--- src/cfb_pkg.sv ---
// Constants and types for the conditional flag branch unit
// Assumes a 16-bit word-addressed program counter and a 7-bit offset
package cfb_pkg;

	localparam int PC_W  = 16;
	localparam int OFF_W = 7;

	// Status register bit positions
	localparam int FLAG_T = 6;
	localparam int FLAG_H = 5;
	localparam int FLAG_V = 3;
	localparam int FLAG_I = 7;

	localparam logic [PC_W-1:0] PC_RESET = 16'h0000;
	localparam logic [7:0]      SREG_RESET = 8'h00;

	// Cycles spent per branch outcome
	localparam int CYC_NOT_TAKEN = 1;
	localparam int CYC_TAKEN     = 2;

	// Branch selector codes
	typedef enum logic [2:0] {
		CFB_HALF_SET,
		CFB_HALF_CLR,
		CFB_TBIT_SET,
		CFB_TBIT_CLR,
		CFB_OVF_SET,
		CFB_OVF_CLR,
		CFB_INT_EN,
		CFB_INT_DIS
	} cfb_op_e;

endpackage

--- src/cfb_cond.sv ---
// Condition evaluator: picks the tested flag and its polarity
// Assumes the status byte is stable while a branch is decoded
`timescale 1ns/100ps
module cfb_cond
	import cfb_pkg::*;
(
	input  wire logic [7:0] sreg,
	input  wire cfb_op_e    op,
	output logic            take
);

	logic flag;

	always_comb begin
		unique case (op)
			CFB_HALF_SET, CFB_HALF_CLR: flag = sreg[FLAG_H];
			CFB_TBIT_SET, CFB_TBIT_CLR: flag = sreg[FLAG_T];
			CFB_OVF_SET,  CFB_OVF_CLR:  flag = sreg[FLAG_V];
			CFB_INT_EN,   CFB_INT_DIS:  flag = sreg[FLAG_I];
		endcase
		// Even codes test for set, odd codes for clear
		take = op[0] ? ~flag : flag;
	end

endmodule // cfb_cond

--- src/cfb_unit.sv ---
// Branch resolution for eight flag-tested relative branches
// Assumes the core presents one branch with a one-cycle issue strobe and
// waits while busy is high; flags come from the status register
`timescale 1ns/100ps

module cfb_unit
	import cfb_pkg::*;
(
	input  wire logic             mclk,
	input  wire logic             rstn,
	input  wire logic             issue,
	input  wire cfb_op_e          op,
	input  wire logic [OFF_W-1:0] offset,
	input  wire logic [PC_W-1:0]  pc_in,
	input  wire logic [7:0]       sreg_in,
	output logic [PC_W-1:0]       pc,
	output logic [7:0]            sreg_out,
	output logic                  busy,
	output logic                  done,
	output logic                  taken
);

	typedef enum logic [1:0] {CFB_IDLE, CFB_JUMP} cfb_state_e;

	cfb_state_e      state;
	logic            take;
	logic [PC_W-1:0] next_pc;
	logic [PC_W-1:0] target;

	// ************************************************
	// Condition and target
	// ************************************************
	cfb_cond u_cond (
		.sreg (sreg_in),
		.op   (op),
		.take (take)
	);

	// Sign extension lets short offsets go backward too
	assign target = PC_W'(pc_in + {{(PC_W-OFF_W){offset[OFF_W-1]}}, offset}
		+ PC_W'(1));
	assign next_pc = take ? target : PC_W'(pc_in + PC_W'(1));

	a_half_sel: assert property (
		@(posedge mclk) disable iff (!rstn)
		(issue && op == CFB_HALF_SET)
		|-> take == sreg_in[FLAG_H])
		else $error("half carry test wrong");

	a_half_clr: assert property (
		@(posedge mclk) disable iff (!rstn)
		(issue && op == CFB_HALF_CLR)
		|-> take == !sreg_in[FLAG_H])
		else $error("half carry clear test wrong");

	a_tbit_set: assert property (
		@(posedge mclk) disable iff (!rstn)
		(issue && op == CFB_TBIT_SET)
		|-> take == sreg_in[FLAG_T])
		else $error("transfer bit set test wrong");

	a_tbit_sel: assert property (
		@(posedge mclk) disable iff (!rstn)
		(issue && op == CFB_TBIT_CLR)
		|-> take == !sreg_in[FLAG_T])
		else $error("transfer bit test wrong");

	a_ovf_sel: assert property (
		@(posedge mclk) disable iff (!rstn)
		(issue && op == CFB_OVF_SET)
		|-> take == sreg_in[FLAG_V])
		else $error("overflow test wrong");

	a_ovf_clr: assert property (
		@(posedge mclk) disable iff (!rstn)
		(issue && op == CFB_OVF_CLR)
		|-> take == !sreg_in[FLAG_V])
		else $error("overflow clear test wrong");

	a_int_sel: assert property (
		@(posedge mclk) disable iff (!rstn)
		(issue && op == CFB_INT_EN)
		|-> take == sreg_in[FLAG_I])
		else $error("interrupt enable test wrong");

	a_int_dis: assert property (
		@(posedge mclk) disable iff (!rstn)
		(issue && op == CFB_INT_DIS)
		|-> take == !sreg_in[FLAG_I])
		else $error("interrupt disable test wrong");

	// ************************************************
	// Sequencing
	// ************************************************
	// Taken branch holds busy for a second cycle like a pipeline refill
	always_ff @(posedge mclk or negedge rstn) begin
		if (!rstn) begin
			state <= CFB_IDLE;
		end else begin
			unique case (state)
				CFB_IDLE: if (issue && take) state <= CFB_JUMP;
				CFB_JUMP: state <= CFB_IDLE;
				default:  state <= CFB_IDLE;
			endcase
		end
	end

	assign busy = (state == CFB_JUMP);

	a_two_cycles: assert property (
		@(posedge mclk) disable iff (!rstn)
		(state == CFB_IDLE && issue && take)
		|=> (busy && !done) ##1 (done && !busy))
		else $error("taken branch not two cycles");

	a_one_cycle: assert property (
		@(posedge mclk) disable iff (!rstn)
		(state == CFB_IDLE && issue && !take)
		|=> !busy && !taken)
		else $error("untaken branch took two cycles");

	a_busy_single: assert property (
		@(posedge mclk) disable iff (!rstn)
		busy
		|=> !busy)
		else $error("busy stood too long");

	a_done_cause: assert property (
		@(posedge mclk) disable iff (!rstn)
		done
		|-> $past(busy) || $past(state == CFB_IDLE && issue && !take))
		else $error("done without a finished branch");

	a_taken_busy: assert property (
		@(posedge mclk) disable iff (!rstn)
		busy
		|-> taken)
		else $error("busy without a taken branch");

	always_ff @(posedge mclk or negedge rstn) begin
		if (!rstn) begin
			pc    <= PC_RESET;
			done  <= 1'b0;
			taken <= 1'b0;
		end else begin
			done <= 1'b0;
			if (state == CFB_IDLE && issue) begin
				pc    <= next_pc;
				taken <= take;
				done  <= ~take;
			end else if (state == CFB_JUMP) begin
				done <= 1'b1;
			end
		end
	end

	a_taken_target: assert property (
		@(posedge mclk) disable iff (!rstn)
		(state == CFB_IDLE && issue && take)
		|=> pc == PC_W'($past(pc_in) + 16'h0001
			+ {{(PC_W-OFF_W){$past(offset[OFF_W-1])}}, $past(offset)}))
		else $error("taken branch target wrong");

	a_fall_through: assert property (
		@(posedge mclk) disable iff (!rstn)
		(state == CFB_IDLE && issue && !take)
		|=> (pc == $past(pc_in) + 16'h0001) && done)
		else $error("untaken branch did not fall through");

	a_back_jump: assert property (
		@(posedge mclk) disable iff (!rstn)
		(state == CFB_IDLE && issue && take && offset[OFF_W-1])
		|=> PC_W'($past(pc_in) - pc) == {{(PC_W-OFF_W){1'b0}}, ~$past(offset)})
		else $error("negative offset not backward");

	a_fwd_jump: assert property (
		@(posedge mclk) disable iff (!rstn)
		(state == CFB_IDLE && issue && take && !offset[OFF_W-1])
		|=> PC_W'(pc - $past(pc_in))
			== {{(PC_W-OFF_W){1'b0}}, $past(offset)} + 16'h0001)
		else $error("positive offset not forward");

	a_busy_refuse: assert property (
		@(posedge mclk) disable iff (!rstn)
		(busy && issue)
		|=> pc == $past(pc) && taken == $past(taken))
		else $error("issue while busy was taken");

	a_pc_holds: assert property (
		@(posedge mclk) disable iff (!rstn)
		!(state == CFB_IDLE && issue)
		|=> $stable(pc))
		else $error("pc moved without a branch");

	// Flags pass through; no branch alters them
	always_ff @(posedge mclk or negedge rstn) begin
		if (!rstn) begin
			sreg_out <= SREG_RESET;
		end else begin
			sreg_out <= sreg_in;
		end
	end

	a_flags_kept: assert property (
		@(posedge mclk) disable iff (!rstn)
		issue
		|=> sreg_out == $past(sreg_in))
		else $error("branch changed flags");

	a_flags_busy: assert property (
		@(posedge mclk) disable iff (!rstn)
		busy
		|=> sreg_out == $past(sreg_in))
		else $error("flags changed during jump");

endmodule // cfb_unit

--- config.mk ---
export PLATFORM = sky130hd
export DESIGN_NAME = cfb_unit
export DESIGN_NICKNAME = d
export VERILOG_FILES = /design/src/cfb_pkg.sv /design/src/cfb_cond.sv /design/src/cfb_unit.sv
export SDC_FILE = /design/constraint.sdc
export NUM_CORES = 1
export LEC_CHECK = 0
export BUFFER_PORTS_ARGS = -buffer_cell sky130_fd_sc_hd__buf_2
export CAP_MARGIN = 40
export CORE_MARGIN = 2
export CORE_UTILIZATION = 51
export DETAILED_ROUTE_END_ITERATION = 10
export HOLD_SLACK_MARGIN = 0.1
export PLACE_DENSITY = 0.87
export REMOVE_ABC_BUFFERS = 1
export SYNTH_ARGS = -nofsm -noshare
export SYNTH_HDL_FRONTEND = slang
export SYNTH_SLANG_ARGS = --single-unit
--- constraint.sdc ---
create_clock -name mclk -period 1.5 [get_ports mclk]
set_input_delay 0.3 -clock mclk [delete_from_list [all_inputs] [get_ports mclk]]
set_output_delay 0.3 -clock mclk [all_outputs]
set_load 0.02 [all_outputs]
==> run metrics <==
Period Utilization, post-route=162%; Setup-failing EPs final=16; Detailed Place HPWL=4110 um; status=finished, violations left; switching share of power=41.9%; clock tree from TritonCTS=yes; Hold Violations, Final=0; total negative slack for setup checks=-6.74 ns; pin count of the biggest net entering global routing=28; vertical extent of the die=~66 um; critical path's most frequent cell=sky130_fd_sc_hd__buf_6; power per standard cell area=~900 mW/mm^2; DRC violations left=0; Final ANT Viol Nets=0; number of clock sinks seen by CTS=27; unrepaired setup endpoints after global routing=true; Internal Pwr Total=about 1.9 mW; most common cell in the synthesized netlist=sky130_fd_sc_hd__nand2_1; Worst-Margin Slew=just under 0.6 ns; relative contribution of sequential cells to total power=29.8%; mean post-synth cell area=a little over 9 um^2; Clock H-tree levels=1; CP max stage cell=sky130_fd_sc_hd__fa_2; Std-Cell Rows=22; Max Transition Viols Final=0; global-route wire length before repair=11,500 um; number of vias in the routed layout=2,672; average wire per standard cell=26.1 um; share of cells above drive strength 1=between 50% and 60%; critical path startpoint=pc_in[0]; synth warn=0; area fraction of the dominant cell type after synthesis=34.6%; ANT cells=0; category of the critical setup timing path=input pin to flip-flop; worst-case clock buffer depth=2; R2R cell count=4; initial antenna violation count=0; crit path max fanout=2; top area cells in the synthesized netlist=sky130_fd_sc_hd__dfrtp_1, sky130_fd_sc_hd__ha_1, sky130_fd_sc_hd__xnor2_1, sky130_fd_sc_hd__nand2_1, sky130_fd_sc_hd__o21ai_1; type of the tightest min-delay check=input pin to flip-flop; Layout Area Growth over Synthesis=78.0%; setup slack after placement=-1.17 ns; Req. time, crit path=1.67 ns; number of vias per cell after detailed routing=roughly 6.7; I/O pins=64; source-to-sink clock delay at the later pin of the worst-skew pair=between 0.2 and 0.3 ns; number of enable flip-flop cells after synthesis=0; sequential cell area fraction in the yosys report=approximately a third; Max rail drop VDD=0.000542 V; net switching component of the power=around 1.3 mW; Yosys reg bits=27; crit path cell chain=buf_8, inv_6, ha_4, inv_2, fa_2, a21oi_4, buf_4, buf_6, buf_6, buf_6, buf_6, buf_6, buf_6, o21bai_2, xnor2_2, nor2_1, a21oi_1, o21ai_1; total core area=roughly 0.0037 mm^2; number of max-cap violations=0; reg-to-reg startpoint=state[0]; initial DRC count=roughly 470; part of the total power dissipated in the clock network=13.7%; Post-Syn Instances=~220; number of distinct library cell variants in the gate-level netlist after synthesis=42; number of cells on the critical path=18; cell type with the largest total area after synthesis=sky130_fd_sc_hd__dfrtp_1; hold-critical path depth=1; violations in the final reports=negative setup slack; number of CTS-inserted buffers=3; top cell types by occurrence after synthesis=sky130_fd_sc_hd__nand2_1, sky130_fd_sc_hd__dfrtp_1, sky130_fd_sc_hd__o21ai_1, sky130_fd_sc_hd__a21oi_1, sky130_fd_sc_hd__xnor2_1; number of buffers inserted by port buffering=63; kind of capture point of the worst setup path=flip-flop; cell family with most CP delay=buffers and inverters; buffers plus inverters on the worst setup path=10; iteration count of the initial detailed-routing pass=5; largest stage delay on the critical path=just under 0.4 ns; startpoint of the lowest-slack hold path=sreg_in[7]; Critical Path AT=2.59 ns; initial cell density of the core=~53%; Post-synth ARST share=between 90% and 100%; gpl congestion=0.858; global-route congestion overflow total=0; number of global-route vias before repair=2,346; area of the die=0.00434 mm^2; crit start category=input pin; highest attainable clock frequency=0.412 GHz; chip width=approximately 66 um; final worst setup slack=-0.924 ns; count of nets after finishing=~400; overall global routing resource usage=a little over a third; standby leakage power=1.59 nW; Post-Route Utilization=95.0%; cell at the root of the clock tree=sky130_fd_sc_hd__clkbuf_8; setup clock skew after layout=0.00498 ns; clock transition at the register clock pins on the worst setup and hold paths after CTS=0.09 ns; number of fill cells in the layout=97; aggregate routed wire length=10,400 um; Logic pwr share=56.5%; predominant post-synthesis flop cell=sky130_fd_sc_hd__dfrtp_1; crit path time final=2.42 ns; post-synth design cell area=0.00195 mm^2; worst slew margin relative to its limit=roughly three fifths
[per-stage QoR]
step	power, mW	instances	instance area, um^2	hold slack (ns)
2_1_floorplan	1.60	210	1930	0.00441
3_3_place_gp	2.08	376	2740	0.326
3_5_place_dp	2.13	376	2740	0.329
4_1_cts	2.76	394	3250	0.123
5_1_grt	3.27	399	3480	0.109
6_report	3.21	399	3480	0.115
[routing by layer]
layer | share of wire (%) | wire length [um] | vias up | global-route usage (%)
li1 | - | - | 1027 | -
met1 | 35 | 3640 | 1231 | 43.2
met2 | 45 | 4720 | 318 | 61.5
met3 | 12 | 1210 | 96 | 3.75
met4 | 8.1 | 847 | 0 | 18.0
met5 | 0 | 0 | - | 0
[placed cells by master, fill, tap and decap left out, drive strengths merged, types with 3 or more instances in the layout]
cell,Yosys,routed
o21ai,22,22
nor2,15,15
inv,5,5
buf,2,136
o21bai,3,3
nand3,10,10
ha,16,16
nor3,3,3
xor2,11,11
a21o,3,3
nand2b,3,3
clkbuf,3,4
and3,3,3
dfrtp,27,27
a21oi,19,19
xnor2,19,19
nand2,30,30
[flip-flops by register name, summed over array words and instances (netlist names)]
| signal | cells |
|---|---|
| state | 1 |
| sreg_out | 8 |
| pc | 16 |
| done | 1 |
| taken | 1 |
[layout make-up]
type / instances / area [um^2] / area share (%)
Sequential cell: 27 / 676 / 19.4
Tap cell: 48 / 60.1 / 1.73
Clock buffer: 4 / 45.0 / 1.29
Inverter: 5 / 26.3 / 0.755
Timing Repair Buffer: 137 / 1050 / 30.3
Multi-Input combinational cell: 178 / 1620 / 46.5
[power groups by stage]
stage	clock [mW]	sequential (mW)	combinational [mW]
6_report	0.441	0.958	1.82
3_3_place_gp	0	0.935	1.14
2_1_floorplan	0	1.11	0.491
5_1_grt	0.452	0.959	1.86
3_5_place_dp	0	0.942	1.18
4_1_cts	0.407	0.927	1.43
[what timing repair did]
item,4_1_cts,5_1_grt
hold endpoints to repair,27,0
hold buffers,1,0
pin swaps,30,19
buffers inserted,15,6
gates resized for setup,58,44
endpoints found under the setup margin,15,17
cloned,1,0
[path summary, 6_finish.rpt]
path                               end  slack (ns)
min in group asynchronous         done        0.57
min reg2reg                     pc[11]        0.51
max reg2reg                     pc[15]        0.11
max in group asynchronous  sreg_out[3]        0.55
max                              pc[4]       -0.92
min                        sreg_out[7]        0.12
[cell families (layout without fill, tap and decap cells)]
logic type / after synthesis / after routing / synth area share, %
muxes: 4 / 4 / 2.82
AOI/OAI and AO/OA: 57 / 57 / 19.2
buffers and inverters: 10 / 146 / 2.18
adders and majority gates: 17 / 17 / 11.3
and+or+nand+nor: 70 / 70 / 16.1
DFF: 27 / 27 / 34.6
xor gates and xnor gates: 30 / 30 / 13.8
Note: power is estimated with default switching activity, not from simulation.
